File: src/logic/bya_regs.svh
// Purpose: Register offsets, field positions and reset values of the byte ALU
// Assumes: APB byte addresses, one 32-bit word per register
// Notes: Definitions only
`ifndef BYA_REGS_SVH
`define BYA_REGS_SVH
`define BYA_OFF_CMD 12'h000
`define BYA_OFF_ACC 12'h004
`define BYA_OFF_STAT 12'h008
`define BYA_OFF_DIR 12'h00C
// File window: 0x200..0x3FC, one file register per word
`define BYA_FILE_SEL 3'h1
`define BYA_CMD_OP_LSB 0
`define BYA_CMD_DEST_BIT 3
`define BYA_CMD_ADDR_LSB 4
`define BYA_CMD_LIT_LSB 16
`define BYA_ST_BORROW 0
`define BYA_ST_NIBBLE 1
`define BYA_ST_NULL 2
`define BYA_ST_BUSY 8
`define BYA_ST_BADOP 9
`define BYA_ACC_RST 8'h00
`define BYA_DIR_RST 8'hFF
`define BYA_DIR_A 7'h05
`define BYA_DIR_B 7'h06
`define BYA_DIR_C 7'h07
`define BYA_RD_STEPS 2'h2
`endif

File: src/logic/bya_pkg.sv
// Purpose: Types shared by the byte ALU files
// Assumes: Nothing
// Notes: Opcode values are the command field encoding
package bya_pkg;
  typedef enum logic [2:0] {
    OP_SUB_WITH_BORROW = 3'h0,
    OP_NIBBLE_EXCHANGE = 3'h1,
    OP_PIN_DIRECTION_LOAD = 3'h2,
    OP_XOR_LITERAL = 3'h3,
    OP_XOR_FILE = 3'h4
  } bya_op_e;
  typedef enum logic [1:0] {
    ST_IDLE = 2'h0,
    ST_FETCH = 2'h1,
    ST_EXEC = 2'h3
  } bya_state_e;
  typedef logic [7:0] bya_byte_t;
endpackage : bya_pkg

File: src/logic/bya_mem_if.sv
// Purpose: Port between the ALU control and the file register memory
// Assumes: Single port, registered read data
// Notes: Read data follow the address by one clock
`timescale 1ns/100ps
interface bya_mem_if #(parameter int AW = 7, parameter int DW = 8);
  logic we;
  logic [AW-1:0] addr;
  logic [DW-1:0] wdata;
  logic [DW-1:0] rdata;
  modport ctrl (output we, output addr, output wdata, input rdata);
  modport mem (input we, input addr, input wdata, output rdata);
endinterface : bya_mem_if

File: src/logic/bya_alu_top.sv
// Purpose: 8-bit execution datapath for five byte instructions, APB programmed
// Assumes: APB3 master, one clock, file registers held in bya_file_mem
// Notes: Any APB access waits while an operation runs
// Behaviour
// - Subtract-with-borrow: file minus accumulator minus inverted borrow, to dest.
// - Nibble exchange swaps file nibbles, flags untouched, result to dest.
// - Direction load copies accumulator to port A/B/C for operand 5/6/7.
// - XOR literal: accumulator xor immediate into accumulator, null flag only.
// - XOR file: accumulator xor file register to dest, null flag only.
// - Borrow and nibble borrow flags are one when no borrow occurs.
`timescale 1ns/100ps
`include "bya_regs.svh"
module bya_alu_top import bya_pkg::*; #(
  parameter int FILE_AW = 7
) (
  input wire logic clock, // 250 MHz core clock
  input wire logic rstn, // Async reset, active low
  input wire logic psel, // APB select
  input wire logic penable, // APB access phase
  input wire logic pwrite, // APB write
  input wire logic [11:0] paddr, // APB byte address
  input wire logic [31:0] pwdata, // APB write data
  output logic pready, // APB ready
  output logic [31:0] prdata, // APB read data
  output logic pslverr, // APB error on unmapped address
  output logic [7:0] portADirection, // Port A direction
  output logic [7:0] portBDirection, // Port B direction
  output logic [7:0] portCDirection // Port C direction
);
  bya_mem_if #(.AW(FILE_AW), .DW(8)) memBus ();

  bya_file_mem #(.AW(FILE_AW), .DW(8)) u_mem (
    .clock(clock),
    .rstn(rstn),
    .bus(memBus)
  );

  ////////////////////////////////////////////////////////////////////////////
  // State
  bya_state_e state_ff, nxt_state;
  bya_op_e cmdOp_ff, nxt_cmdOp;
  logic cmdDest_ff, nxt_cmdDest;
  logic [6:0] cmdAddr_ff, nxt_cmdAddr;
  bya_byte_t cmdLit_ff, nxt_cmdLit;
  bya_byte_t acc_ff, nxt_acc;
  logic borrowOutFlag_ff, nxt_borrowOutFlag;
  logic nibbleBorrowFlag_ff, nxt_nibbleBorrowFlag;
  logic resultNullFlag_ff, nxt_resultNullFlag;
  logic badOp_ff, nxt_badOp;
  bya_byte_t dirA_ff, nxt_dirA;
  bya_byte_t dirB_ff, nxt_dirB;
  bya_byte_t dirC_ff, nxt_dirC;
  logic [1:0] rdStep_ff, nxt_rdStep;
  logic [31:0] prdata_ff, nxt_prdata;

  logic busy;
  logic access;
  logic isFile;
  logic regHit;
  logic wrFire;
  bya_byte_t fileVal;
  bya_byte_t result;
  logic [8:0] diff;
  logic [4:0] diffLow;
  logic [31:0] regRead;

  ////////////////////////////////////////////////////////////////////////////
  // APB decode
  always_comb begin
    busy = (state_ff != ST_IDLE);
    access = psel && penable;
    isFile = (paddr[11:9] == `BYA_FILE_SEL);
    regHit = (paddr == `BYA_OFF_CMD) || (paddr == `BYA_OFF_ACC) ||
             (paddr == `BYA_OFF_STAT) || (paddr == `BYA_OFF_DIR);
    // Reads need a memory cycle and a capture cycle, so they all take three
    pready = !busy && (pwrite || (rdStep_ff == `BYA_RD_STEPS));
    pslverr = access && pready && !(regHit || isFile);
    wrFire = access && pwrite && pready;
  end

  always_comb begin
    regRead = 32'h0000_0000;
    case (paddr)
      `BYA_OFF_CMD: begin
        regRead[`BYA_CMD_OP_LSB +: 3] = cmdOp_ff;
        regRead[`BYA_CMD_DEST_BIT] = cmdDest_ff;
        regRead[`BYA_CMD_ADDR_LSB +: 7] = cmdAddr_ff;
        regRead[`BYA_CMD_LIT_LSB +: 8] = cmdLit_ff;
      end
      `BYA_OFF_ACC: begin
        regRead[7:0] = acc_ff;
      end
      `BYA_OFF_STAT: begin
        regRead[`BYA_ST_BORROW] = borrowOutFlag_ff;
        regRead[`BYA_ST_NIBBLE] = nibbleBorrowFlag_ff;
        regRead[`BYA_ST_NULL] = resultNullFlag_ff;
        regRead[`BYA_ST_BUSY] = busy;
        regRead[`BYA_ST_BADOP] = badOp_ff;
      end
      `BYA_OFF_DIR: begin
        regRead[23:0] = {dirC_ff, dirB_ff, dirA_ff};
      end
      default: begin
        regRead = 32'h0000_0000;
      end
    endcase
  end

  ////////////////////////////////////////////////////////////////////////////
  // Datapath
  always_comb begin
    fileVal = memBus.rdata;
    diff = {1'b0, fileVal} - {1'b0, acc_ff} - {8'h00, ~borrowOutFlag_ff};
    diffLow = {1'b0, fileVal[3:0]} - {1'b0, acc_ff[3:0]} - {4'h0, ~borrowOutFlag_ff};
    case (cmdOp_ff)
      OP_SUB_WITH_BORROW: result = diff[7:0];
      OP_NIBBLE_EXCHANGE: result = {fileVal[3:0], fileVal[7:4]};
      OP_XOR_LITERAL: result = acc_ff ^ cmdLit_ff;
      OP_XOR_FILE: result = acc_ff ^ fileVal;
      default: result = acc_ff;
    endcase
  end

  ////////////////////////////////////////////////////////////////////////////
  // Next state
  always_comb begin
    nxt_state = state_ff;
    nxt_cmdOp = cmdOp_ff;
    nxt_cmdDest = cmdDest_ff;
    nxt_cmdAddr = cmdAddr_ff;
    nxt_cmdLit = cmdLit_ff;
    nxt_acc = acc_ff;
    nxt_borrowOutFlag = borrowOutFlag_ff;
    nxt_nibbleBorrowFlag = nibbleBorrowFlag_ff;
    nxt_resultNullFlag = resultNullFlag_ff;
    nxt_badOp = badOp_ff;
    nxt_dirA = dirA_ff;
    nxt_dirB = dirB_ff;
    nxt_dirC = dirC_ff;
    nxt_rdStep = 2'h0;
    nxt_prdata = prdata_ff;
    memBus.we = 1'b0;
    memBus.addr = paddr[FILE_AW+1:2];
    memBus.wdata = pwdata[7:0];
    case (state_ff)
      ST_IDLE: begin
        if (access && !pwrite && !pready) begin
          nxt_rdStep = rdStep_ff + 2'h1;
        end
        if (access && !pwrite && (rdStep_ff == 2'h1)) begin
          nxt_prdata = isFile ? {24'h00_0000, fileVal} : regRead;
        end
        if (wrFire && isFile) begin
          memBus.we = 1'b1;
        end
        if (wrFire && (paddr == `BYA_OFF_CMD)) begin
          nxt_cmdOp = bya_op_e'(pwdata[`BYA_CMD_OP_LSB +: 3]);
          nxt_cmdDest = pwdata[`BYA_CMD_DEST_BIT];
          nxt_cmdAddr = pwdata[`BYA_CMD_ADDR_LSB +: 7];
          nxt_cmdLit = pwdata[`BYA_CMD_LIT_LSB +: 8];
          nxt_state = ST_FETCH;
        end
        if (wrFire && (paddr == `BYA_OFF_ACC)) begin
          nxt_acc = pwdata[7:0];
        end
        if (wrFire && (paddr == `BYA_OFF_STAT)) begin
          nxt_borrowOutFlag = pwdata[`BYA_ST_BORROW];
          nxt_nibbleBorrowFlag = pwdata[`BYA_ST_NIBBLE];
          nxt_resultNullFlag = pwdata[`BYA_ST_NULL];
          if (pwdata[`BYA_ST_BADOP]) begin
            nxt_badOp = 1'b0;
          end
        end
      end
      ST_FETCH: begin
        memBus.addr = cmdAddr_ff[FILE_AW-1:0];
        nxt_state = ST_EXEC;
      end
      ST_EXEC: begin
        memBus.addr = cmdAddr_ff[FILE_AW-1:0];
        memBus.wdata = result;
        nxt_state = ST_IDLE;
        case (cmdOp_ff)
          OP_SUB_WITH_BORROW, OP_NIBBLE_EXCHANGE, OP_XOR_FILE: begin
            if (cmdDest_ff) begin
              memBus.we = 1'b1;
            end else begin
              nxt_acc = result;
            end
          end
          OP_XOR_LITERAL: begin
            nxt_acc = result;
          end
          OP_PIN_DIRECTION_LOAD: begin
            case (cmdAddr_ff)
              `BYA_DIR_A: nxt_dirA = acc_ff;
              `BYA_DIR_B: nxt_dirB = acc_ff;
              `BYA_DIR_C: nxt_dirC = acc_ff;
              default: nxt_badOp = 1'b1;
            endcase
          end
          default: begin
            nxt_badOp = 1'b1;
          end
        endcase
        if (cmdOp_ff == OP_SUB_WITH_BORROW) begin
          nxt_borrowOutFlag = ~diff[8];
          nxt_nibbleBorrowFlag = ~diffLow[4];
        end
        if ((cmdOp_ff == OP_SUB_WITH_BORROW) || (cmdOp_ff == OP_XOR_LITERAL) ||
            (cmdOp_ff == OP_XOR_FILE)) begin
          nxt_resultNullFlag = (result == 8'h00);
        end
      end
      default: begin
        nxt_state = ST_IDLE;
      end
    endcase
  end

  always_ff @(posedge clock or negedge rstn) begin
    if (!rstn) begin
      state_ff <= ST_IDLE;
      cmdOp_ff <= OP_SUB_WITH_BORROW;
      cmdDest_ff <= 1'b0;
      cmdAddr_ff <= 7'h00;
      cmdLit_ff <= 8'h00;
      acc_ff <= `BYA_ACC_RST;
      borrowOutFlag_ff <= 1'b0;
      nibbleBorrowFlag_ff <= 1'b0;
      resultNullFlag_ff <= 1'b0;
      badOp_ff <= 1'b0;
      dirA_ff <= `BYA_DIR_RST;
      dirB_ff <= `BYA_DIR_RST;
      dirC_ff <= `BYA_DIR_RST;
      rdStep_ff <= 2'h0;
      prdata_ff <= 32'h0000_0000;
    end else begin
      state_ff <= nxt_state;
      cmdOp_ff <= nxt_cmdOp;
      cmdDest_ff <= nxt_cmdDest;
      cmdAddr_ff <= nxt_cmdAddr;
      cmdLit_ff <= nxt_cmdLit;
      acc_ff <= nxt_acc;
      borrowOutFlag_ff <= nxt_borrowOutFlag;
      nibbleBorrowFlag_ff <= nxt_nibbleBorrowFlag;
      resultNullFlag_ff <= nxt_resultNullFlag;
      badOp_ff <= nxt_badOp;
      dirA_ff <= nxt_dirA;
      dirB_ff <= nxt_dirB;
      dirC_ff <= nxt_dirC;
      rdStep_ff <= nxt_rdStep;
      prdata_ff <= nxt_prdata;
    end
  end

  assign prdata = prdata_ff;
  assign portADirection = dirA_ff;
  assign portBDirection = dirB_ff;
  assign portCDirection = dirC_ff;

  logic inExec;
  assign inExec = (state_ff == ST_EXEC);
endmodule : bya_alu_top

File: src/logic/bya_file_mem.sv
// Purpose: File register storage for the byte ALU
// Assumes: One access per clock, write has no read-back in the same cycle
// Notes: Array content is not reset, only the read register is
`timescale 1ns/100ps
module bya_file_mem #(
  parameter int AW = 7,
  parameter int DW = 8
) (
  input wire logic clock, // Core clock
  input wire logic rstn, // Async reset, active low
  bya_mem_if.mem bus // Memory port
);
  logic [DW-1:0] store [0:(1<<AW)-1];
  logic [DW-1:0] rdata_ff;
  logic [DW-1:0] nxt_rdata;

  always_comb begin
    nxt_rdata = store[bus.addr];
  end

  always_ff @(posedge clock or negedge rstn) begin
    if (!rstn) begin
      rdata_ff <= '0;
    end else begin
      rdata_ff <= nxt_rdata;
    end
  end

  // Storage kept free of reset so it maps onto plain RAM
  always_ff @(posedge clock) begin
    if (bus.we) begin
      store[bus.addr] <= bus.wdata;
    end
  end

  assign bus.rdata = rdata_ff;
endmodule : bya_file_mem

File: config.mk
export PLATFORM = sky130hd
export DESIGN_NAME = bya_alu_top
export DESIGN_NICKNAME = d
export VERILOG_FILES = /design/src/logic/bya_pkg.sv /design/src/logic/bya_mem_if.sv /design/src/logic/bya_alu_top.sv /design/src/logic/bya_file_mem.sv
export VERILOG_INCLUDE_DIRS = /design/src /design/src/logic
export SDC_FILE = /design/constraint.sdc
export NUM_CORES = 1
export LEC_CHECK = 0
export ABC_AREA = 1
export BUFFER_PORTS_ARGS = -buffer_cell sky130_fd_sc_hd__buf_2
export CAP_MARGIN = 0
export CELL_PAD_IN_SITES_DETAIL_PLACEMENT = 0
export CELL_PAD_IN_SITES_GLOBAL_PLACEMENT = 2
export CORE_MARGIN = 2
export CORE_UTILIZATION = 26
export DETAILED_ROUTE_END_ITERATION = 10
export PLACE_DENSITY_LB_ADDON = 0.12
export SLEW_MARGIN = 20
export SYNTH_ARGS = -nofsm -noshare
export SYNTH_HDL_FRONTEND = slang
export SYNTH_SLANG_ARGS = --single-unit
export TNS_END_PERCENT = 10
File: constraint.sdc
create_clock -name clock -period 23.3 [get_ports clock]
set_clock_uncertainty 0.1 [all_clocks]
set_input_delay 1.165 -clock clock [delete_from_list [all_inputs] [get_ports clock]]
set_output_delay 1.165 -clock clock [all_outputs]
set_load 0.03 [all_outputs]
# == Word level (Yosys, flattened, before mapping) ==
# Memories as Yosys holds them, arrays and structs flattened. A register that Yosys moved wholly into a read port is not among the register bits.
# Cells that the tools add are included.
# op_classes
shift,0
n_reduce_logical,44
add_sub_neg,5
bitwise_logic,5
div,0
order_cmp,0
eq_ne,25
n_mux,38
multipliers,0
# op_table
op,n
$pmux W8 S2,3
$pmux W8 S4,1
$eq A12 B4 Y1 const B,2
$mux W24,1
$mux W8,3
$eq A7 B3 Y1 const B,3
$xor A8 B8 Y8,2
$pmux W5 S3,1
$reduce_and A3 Y1,5
$mux W1,14
$pmux W1 S2,7
$logic_and A1 B1 Y1,13
$eq A12 B3 Y1 const B,1
$logic_not A12 Y1,1
$pmux W3 S4,1
$ne A2 B2 Y1 const B,5
$sub A8 B8 Y9,1
$sub A9 B1 Y9,1
$logic_not A8 Y1,1
$logic_or A1 B1 Y1,7
$mux W7,1
$eq A3 B1 Y1 const B,2
$eq A3 B2 Y1 const B,2
$mux W2,3
other kinds (23),36
# word_totals
register_bits,91
mem_bits_rw,1024
rom_bits,0
latch_bits,0
elab_cells,133
memories,1
# memory_table
name,words,width,read_ports,rd_clocked_by_memory_dff,write_ports,line,text
u_mem.store,128,8,1,1,1,bya_file_mem.sv:13,logic [DW-1:0] store [0:(1<<AW)-1];

# == Longest topological paths before layout ==
# logic_depth
ltp_word,9
depth_mapped,21

# == Cells and area by module ==
# A second synthesis with hierarchy kept.
# unflattened
hier_cells,5102
hier_area_um2,49183.4
# modules_own_cells
mod,instances,seq_area_each_um2,cells_per_inst,area_each_um2
bya_file_mem,1,30949.7,4402,43989.7
bya_alu_top,1,2107.0,700,5193.7

# == Least setup slack after synthesis ==
# Ideal clock, no wire load.
# synth_timing
path_type,reg2reg
startpoint,register acc_ff[0]
endpoint,memory u_mem.store[0][7] (data pin)
slack_ps,15148
stages_incl_launch_ff,15
required_time_ps,21994
arrival_ps,6846
path_cell_list,dfrtp_1 fa_1 inv_1 ha_1 inv_1 nand2_1 a21oi_1 nor2_1 nand3b_1 nand2_1 nand2_1 nand3_1 nand2_1 nor2_1 o21ai_0
# synth_via
elab_chain_cells,4
# synth_lines
element,line,text
from (decl),bya_alu_top.sv:45,"bya_byte_t acc_ff, nxt_acc;"
from (signal assigned),bya_alu_top.sv:228,acc_ff <= `BYA_ACC_RST;
from (signal assigned),bya_alu_top.sv:244,acc_ff <= nxt_acc;
$sub A8 B8 Y9,bya_alu_top.sv:113,"diff = {1'b0, fileVal} - {1'b0, acc_ff} - {8'h00, ~borrowOutFlag_ff};"
$sub A9 B1 Y9,bya_alu_top.sv:113,
$pmux W8 S4,bya_alu_top.sv:115,case (cmdOp_ff)
$mux W8,bya_alu_top.sv:145,case (state_ff)
named net memBus.wdata[7],bya_mem_if.sv:8,logic [DW-1:0] wdata;
to (decl),bya_file_mem.sv:13,
# The timed path passes the listed nets, and every way through them passes these cells.

# == Worst setup path after layout ==
# layout_timing
startpoint,register state_ff[0]
endpoint,register u_mem.rdata_ff[0] (netlist: u_mem.bus.rdata[0]) (read register of u_mem.store)
# layout_via
elab_chain_cells,3
word_cells_on_any_way,4
cone_classes,eq/ne: 2; mux: 1; reduce/logical: 1
# layout_lines
element,line,text
from (decl),bya_alu_top.sv:40,"bya_state_e state_ff, nxt_state;"
from (signal assigned),bya_alu_top.sv:239,state_ff <= nxt_state;
$eq A2 B2 Y1 / $eq A2 B1 Y1 (equally long branches),bya_alu_top.sv:145,
$reduce_or A2 Y1 (no line) (*),--,
$mux W7 (*),bya_alu_top.sv:145,
to (decl),bya_file_mem.sv:14,logic [DW-1:0] rdata_ff;
# Every way passes the cells marked *; elsewhere a longest branch is shown, timed or not.
# A chain may end at the register's enable or synchronous reset.

==> impl_results.html <==
<table>
<tr><th>Metric</th><th>Value</th></tr>
<tr><th colspan="2">Power</th></tr>
<tr><td>Internal Pwr Total</td><td>4351 µW</td></tr>
<tr><td>Combinational power share</td><td>39.2%</td></tr>
<tr><td>Portion of total power attributed to the clock network</td><td>28.0%</td></tr>
<tr><td>Peak supply drop</td><td>0.1221 mV</td></tr>
<tr><td>Psw</td><td>roughly 3200 µW</td></tr>
<tr><td>Static power due to leakage</td><td>0.02260 µW</td></tr>
<tr><td>Sequential fraction of design power</td><td>32.8%</td></tr>
<tr><td>P per Cell Area</td><td>134.4 nW/µm²</td></tr>
<tr><td>Sw frac</td><td>42.47%</td></tr>
<tr><td>Total power</td><td>7563 µW</td></tr>
<tr><th colspan="2">Floorplan</th></tr>
<tr><td>Total Die Area</td><td>190800 µm²</td></tr>
<tr><td>Placeable core region</td><td>185800 µm²</td></tr>
<tr><td>Height of the chip</td><td>436.9 µm</td></tr>
<tr><td>X dimension of the die</td><td>436.9 µm</td></tr>
<tr><td>Placement row count</td><td>roughly 160</td></tr>
<tr><td>Starting Density</td><td>between 20% and 30%</td></tr>
<tr><td>Count of pins on the block boundary</td><td>107</td></tr>
<tr><th colspan="2">Clocking</th></tr>
<tr><td>Worst-path clk slew</td><td>about 0.060 ns</td></tr>
<tr><td>Cts repair resizes</td><td>0</td></tr>
<tr><td>Sinks on the clock net</td><td>1115</td></tr>
<tr><td>Number of H-tree levels</td><td>4</td></tr>
<tr><td>Buffers inserted by post-CTS timing repair</td><td>0</td></tr>
<tr><td>TritonCTS Buffers</td><td>~140</td></tr>
<tr><td>Insertion delay to the later sink of the worst-skew pair</td><td>~0.78 ns</td></tr>
<tr><td>CTS Root Buffer Type</td><td>sky130_fd_sc_hd__clkbuf_16</td></tr>
<tr><td>Hold buffers post-CTS</td><td>0</td></tr>
<tr><td>Buffer depth of the longest clock path</td><td>3</td></tr>
<tr><td>Clock tree from TritonCTS</td><td>done</td></tr>
<tr><th colspan="2">Setup path</th></tr>
<tr><td>Critical path's largest stage delay</td><td>0.79 ns</td></tr>
<tr><td>Worst setup slack for register-to-register paths</td><td>17.10 ns</td></tr>
<tr><td>Class of the most critical setup path</td><td>reg -&gt; reg</td></tr>
<tr><td>Most frequent cell on the critical path</td><td>sky130_fd_sc_hd__nand2_1</td></tr>
<tr><td>Kind of end point of the critical path</td><td>flip-flop</td></tr>
<tr><td>Required @ worst endpoint</td><td>23.87 ns</td></tr>
<tr><td>Launch point of the worst path</td><td>state_ff[0]</td></tr>
<tr><td>Critical path launch point type</td><td>flip-flop</td></tr>
<tr><td>Reg2Reg Depth</td><td>22</td></tr>
<tr><td>Critical Path End</td><td>u_mem.bus.rdata[0]</td></tr>
<tr><td>Worst flop-to-flop path endpoint</td><td>u_mem.bus.rdata[0]</td></tr>
<tr><td>Crit path cell chain</td><td>ha_1 -&gt; buf_4 -&gt; inv_2 -&gt; nand2_1 -&gt; nand2_2 -&gt; buf_4 -&gt; nand2_8 -&gt; buf_12 -&gt; buf_4 -&gt; buf_4 -&gt; nand2_1 -&gt; nand2_1 -&gt; nand2_1 -&gt; nand2_1 -&gt; nand2_1 -&gt; nand2_1 -&gt; nand2_1 -&gt; nand2_1 -&gt; nor2_1 -&gt; nor2_1 -&gt; nor2_1 -&gt; nand3_1</td></tr>
<tr><td>Cell at the slowest stage of the critical path</td><td>sky130_fd_sc_hd__buf_4</td></tr>
<tr><td>Crit Reg-Reg Startpoint</td><td>state_ff[0]</td></tr>
<tr><td>Arrival time reported for the critical path endpoint</td><td>6.77 ns</td></tr>
<tr><td>Critical path peak fanout</td><td>~160</td></tr>
<tr><th colspan="2">Synthesis</th></tr>
<tr><td>Yosys Warn Count</td><td>0</td></tr>
<tr><td>Area leader, netlist</td><td>sky130_fd_sc_hd__edfxtp_1</td></tr>
<tr><td>Avg Cell Area, Syn</td><td>a little under 10 µm²</td></tr>
<tr><td>Number of instances in the synthesized netlist</td><td>a little under 5000</td></tr>
<tr><td>Share of flip-flops with an asynchronous set or reset</td><td>between 8 and 9%</td></tr>
<tr><td>Post-synthesis instance area</td><td>48710 µm²</td></tr>
<tr><td>Prevailing post-synth register cell</td><td>sky130_fd_sc_hd__edfxtp_1</td></tr>
<tr><td>Top cells by area in the synthesized netlist</td><td>sky130_fd_sc_hd__edfxtp_1 (63%), sky130_fd_sc_hd__nand2_1 (21%), sky130_fd_sc_hd__dfrtp_1 (3.4%)</td></tr>
<tr><td>Portion of synthesized cell area occupied by the leading cell type</td><td>63.12%</td></tr>
<tr><td>Netlist cell types</td><td>between 40 and 50</td></tr>
<tr><td>Number of register bits inferred by synthesis</td><td>1115</td></tr>
<tr><td>Sequential share of the synthesized area</td><td>67.86%</td></tr>
<tr><td>Number of flops mapped to enable cells by yosys</td><td>slightly above 1000</td></tr>
<tr><th colspan="2">Timing</th></tr>
<tr><td>Final Max Tran Viols</td><td>0</td></tr>
<tr><td>Max Clock Freq</td><td>161.4 MHz</td></tr>
<tr><td>Worst relative slew slack</td><td>between 20% and 30%</td></tr>
<tr><td>Final hold violations</td><td>0</td></tr>
<tr><td>Worst-Margin Slew</td><td>1.103 ns</td></tr>
<tr><td>Crit path time final</td><td>6.196 ns</td></tr>
<tr><td>RSZ-0062 raised after global routing</td><td>no</td></tr>
<tr><td>Share of the clock period used by the worst path after layout</td><td>26.59%</td></tr>
<tr><td>Final setup fails</td><td>0</td></tr>
<tr><td>Setup total negative slack</td><td>0 ns</td></tr>
<tr><td>Minimum setup slack in the final design</td><td>between 15 and 20 ns</td></tr>
<tr><th colspan="2">Layout</th></tr>
<tr><td>Net count reported at finish</td><td>5072</td></tr>
<tr><td>Proportion of layout cells with a drive suffix above 1</td><td>8.397%</td></tr>
<tr><td>Cell area after layout</td><td>56270 µm²</td></tr>
<tr><td>Area added between synthesis and finish</td><td>15.51%</td></tr>
<tr><th colspan="2">Global route</th></tr>
<tr><td>Initial antenna violation count</td><td>8</td></tr>
<tr><td>Pin count of the biggest net entering global routing</td><td>162</td></tr>
<tr><td>Wire length of the first global-routing pass</td><td>243.2 mm</td></tr>
<tr><td>All-Layer GR Usage</td><td>17.70%</td></tr>
<tr><td>Via count of the first global-routing pass</td><td>32982</td></tr>
<tr><td>Grt total ovfl</td><td>0</td></tr>
<tr><th colspan="2">Flow run</th></tr>
<tr><td>Max capacitance violation total</td><td>0</td></tr>
<tr><th colspan="2">Routing</th></tr>
<tr><td>Routed wirelength normalized by instance count</td><td>22.42 µm</td></tr>
<tr><td>Top layer used by detailed routing</td><td>met5</td></tr>
<tr><td>Total Wirelength</td><td>between 150 and 200 mm</td></tr>
<tr><td>First-pass DRT Iterations</td><td>7</td></tr>
<tr><td>Detailed route wirelength on metal2</td><td>about 80 mm</td></tr>
<tr><td>Total met3 wirelength after detailed routing</td><td>7.040 mm</td></tr>
<tr><td>Count of vias placed by the detailed router</td><td>approximately 33000</td></tr>
<tr><td>DR DRC count</td><td>0</td></tr>
<tr><td>Antenna Nets Post-Route</td><td>0</td></tr>
<tr><td>Wire length the detailed router placed on met1</td><td>approximately 79 mm</td></tr>
<tr><td>Detailed router's first-iteration violation count</td><td>2007</td></tr>
<tr><td>Via density per instance</td><td>approximately 4.4</td></tr>
<tr><th colspan="2">Place</th></tr>
<tr><td>Number of buffer cells added on primary ports</td><td>85</td></tr>
<tr><td>Area of placed instances</td><td>slightly above 50000 µm²</td></tr>
<tr><td>Gpl congestion</td><td>0.7584</td></tr>
<tr><td>Post-detailed-placement half-perimeter wirelength</td><td>99.63 mm</td></tr>
<tr><td>Post-Place Worst Slack</td><td>16.82 ns</td></tr>
<tr><th colspan="2">Status</th></tr>
<tr><td>Status</td><td>finished, final reports clean</td></tr>
<tr><th colspan="2">Worst hold path</th></tr>
<tr><td>Class of the tightest hold or removal check</td><td>in -&gt; async</td></tr>
</table>
-- cell families after synthesis --
kind of cell	share of synthesized area [%]
XOR/XNOR	0.01798
adder cells (fa/ha/maj)	0.5702
AO/OA/AOI/OAI	2.589
AND/OR/NAND/NOR	25.05
buffers and inverters	3.678
multiplexers	0.2312
other	0.007698
flip-flops	67.86
-- power by group through the flow --
stage          clock network, µW  logic [µW]  registers [µW]
3_5_place_dp                   0        3060            2520
4_1_cts                     2180        3060            2480
2_1_floorplan                  0        1740            2600
5_1_grt                     2250        3310            2480
6_report                    2120        2960            2480
3_3_place_gp                   0        3060            2520
-- cell type report --
| cell class | instances | area, µm² |
|---|---|---|
| Antenna cell | 5 | 12.51 |
| Timing Repair Buffer | 154 | 1045 |
| Clock buffer | 174 | 3769 |
| Fill cell | 19431 | 129600 |
| Clock inverter | 76 | 641.9 |
| Inverter | 147 | 551.8 |
| Multi-Input combinational cell | 3443 | 14090 |
| Sequential cell | 1115 | 33060 |
| Tap cell | 2480 | 3103 |
-- per-stage QoR --
stage | cells | hold slack, ns | utilization [%]
after floorplan | 4943 | 0.3287 | -
after global placement | 7337 | 0.3465 | 27.87
after detailed placement | 7338 | 0.3579 | 27.88
after CTS | 7588 | 0.1623 | 30.26
after global routing | 7590 | 0.2027 | 30.27
final | 7594 | 0.2201 | 30.28
-- registers in the layout (all words and copies together) (netlist names) --
name / flops
state_ff: 2
resultNullFlag_ff: 1
portCDirection: 8
portBDirection: 8
portADirection: 8
u_mem.bus.rdata: 8
acc_ff: 8
u_mem.store: 1024
cmdLit_ff: 8
nibbleBorrowFlag_ff: 1
cmdAddr_ff: 7
badOp_ff: 1
rdStep_ff: 2
cmdOp_ff: 3
borrowOutFlag_ff: 1
cmdDest_ff: 1
prdata: 24
-- layer usage --
| layer | global-route usage [%] | up-vias |
|---|---|---|
| met5 | 0 | - |
| met4 | 5.017 | 2 |
| met3 | 2.647 | 217 |
| met2 | 29.05 | 630 |
| met1 | 24.19 | 16142 |
| li1 | - | 16280 |
-- how the worst min path moves through the flow --
stage | start | endpoint | slack, ns | depth (start not counted)
floorplan | rdStep_ff[0] | rdStep_ff[0] | 0.33 | 1
global placement | rdStep_ff[0] | rdStep_ff[0] | 0.35 | 1
detailed placement | rdStep_ff[0] | rdStep_ff[0] | 0.36 | 1
CTS | rstn | prdata[14] | 0.16 | 1
global route | rstn | prdata[12] | 0.20 | 1
finish | rstn | prdata[12] | 0.22 | 1
-- worst max-delay path: cells and delay by family (launching register included) --
kind	cells	cell delay (ns)
DFF	1	0.41
adders and majority gates	1	0.16
and+or+nand+nor	15	2.01
buffers and inverters	6	3.05
-- cells in the mapped netlist (all sizes together) (2+ instances only) --
| cell | instances |
|---|---|
| a21oi | 81 |
| a31oi | 2 |
| buf | 199 |
| clkbuf | 39 |
| dfrtp | 67 |
| dfstp | 24 |
| edfxtp | 1024 |
| fa | 2 |
| ha | 19 |
| inv | 146 |
| mux2 | 10 |
| nand2 | 2773 |
| nand3 | 128 |
| nand4 | 22 |
| nor2 | 233 |
| nor3 | 8 |
| nor4 | 2 |
| o211ai | 8 |
| o21a | 4 |
| o21ai | 118 |
| o221ai | 4 |
| o22ai | 8 |
| or2 | 2 |
-- layout by cell type (no fill, tap or decap), types with 3 or more instances in the layout --
master / Yosys / routed
sky130_fd_sc_hd__a21oi_1: 81 / 80
sky130_fd_sc_hd__buf_12: 0 / 6
sky130_fd_sc_hd__buf_2: 139 / 84
sky130_fd_sc_hd__buf_4: 40 / 62
sky130_fd_sc_hd__bufinv_16: 0 / 10
sky130_fd_sc_hd__clkbuf_1: 39 / 27
sky130_fd_sc_hd__clkbuf_16: 0 / 146
sky130_fd_sc_hd__clkinv_1: 1 / 31
sky130_fd_sc_hd__clkinv_2: 0 / 29
sky130_fd_sc_hd__clkinv_8: 0 / 3
sky130_fd_sc_hd__conb_1: 1 / 8
sky130_fd_sc_hd__dfrtp_1: 67 / 67
sky130_fd_sc_hd__dfstp_2: 24 / 24
sky130_fd_sc_hd__diode_2: 0 / 5
sky130_fd_sc_hd__edfxtp_1: 1024 / 1024
sky130_fd_sc_hd__ha_1: 19 / 19
sky130_fd_sc_hd__inv_1: 132 / 132
sky130_fd_sc_hd__inv_2: 14 / 14
sky130_fd_sc_hd__inv_6: 0 / 3
sky130_fd_sc_hd__mux2_2: 10 / 10
sky130_fd_sc_hd__nand2_1: 2769 / 2766
sky130_fd_sc_hd__nand2_2: 4 / 4
sky130_fd_sc_hd__nand3_1: 128 / 128
sky130_fd_sc_hd__nand4_1: 22 / 22
sky130_fd_sc_hd__nor2_1: 228 / 225
sky130_fd_sc_hd__nor2_4: 2 / 5
sky130_fd_sc_hd__nor3_1: 8 / 8
sky130_fd_sc_hd__o211ai_1: 8 / 8
sky130_fd_sc_hd__o21a_1: 4 / 4
sky130_fd_sc_hd__o21ai_0: 98 / 92
sky130_fd_sc_hd__o21ai_1: 15 / 13
sky130_fd_sc_hd__o21ai_2: 5 / 3
sky130_fd_sc_hd__o21ai_4: 0 / 10
sky130_fd_sc_hd__o221ai_1: 4 / 4
sky130_fd_sc_hd__o22ai_1: 8 / 8
No activity file was read; power rests on OpenSTA's default activity.
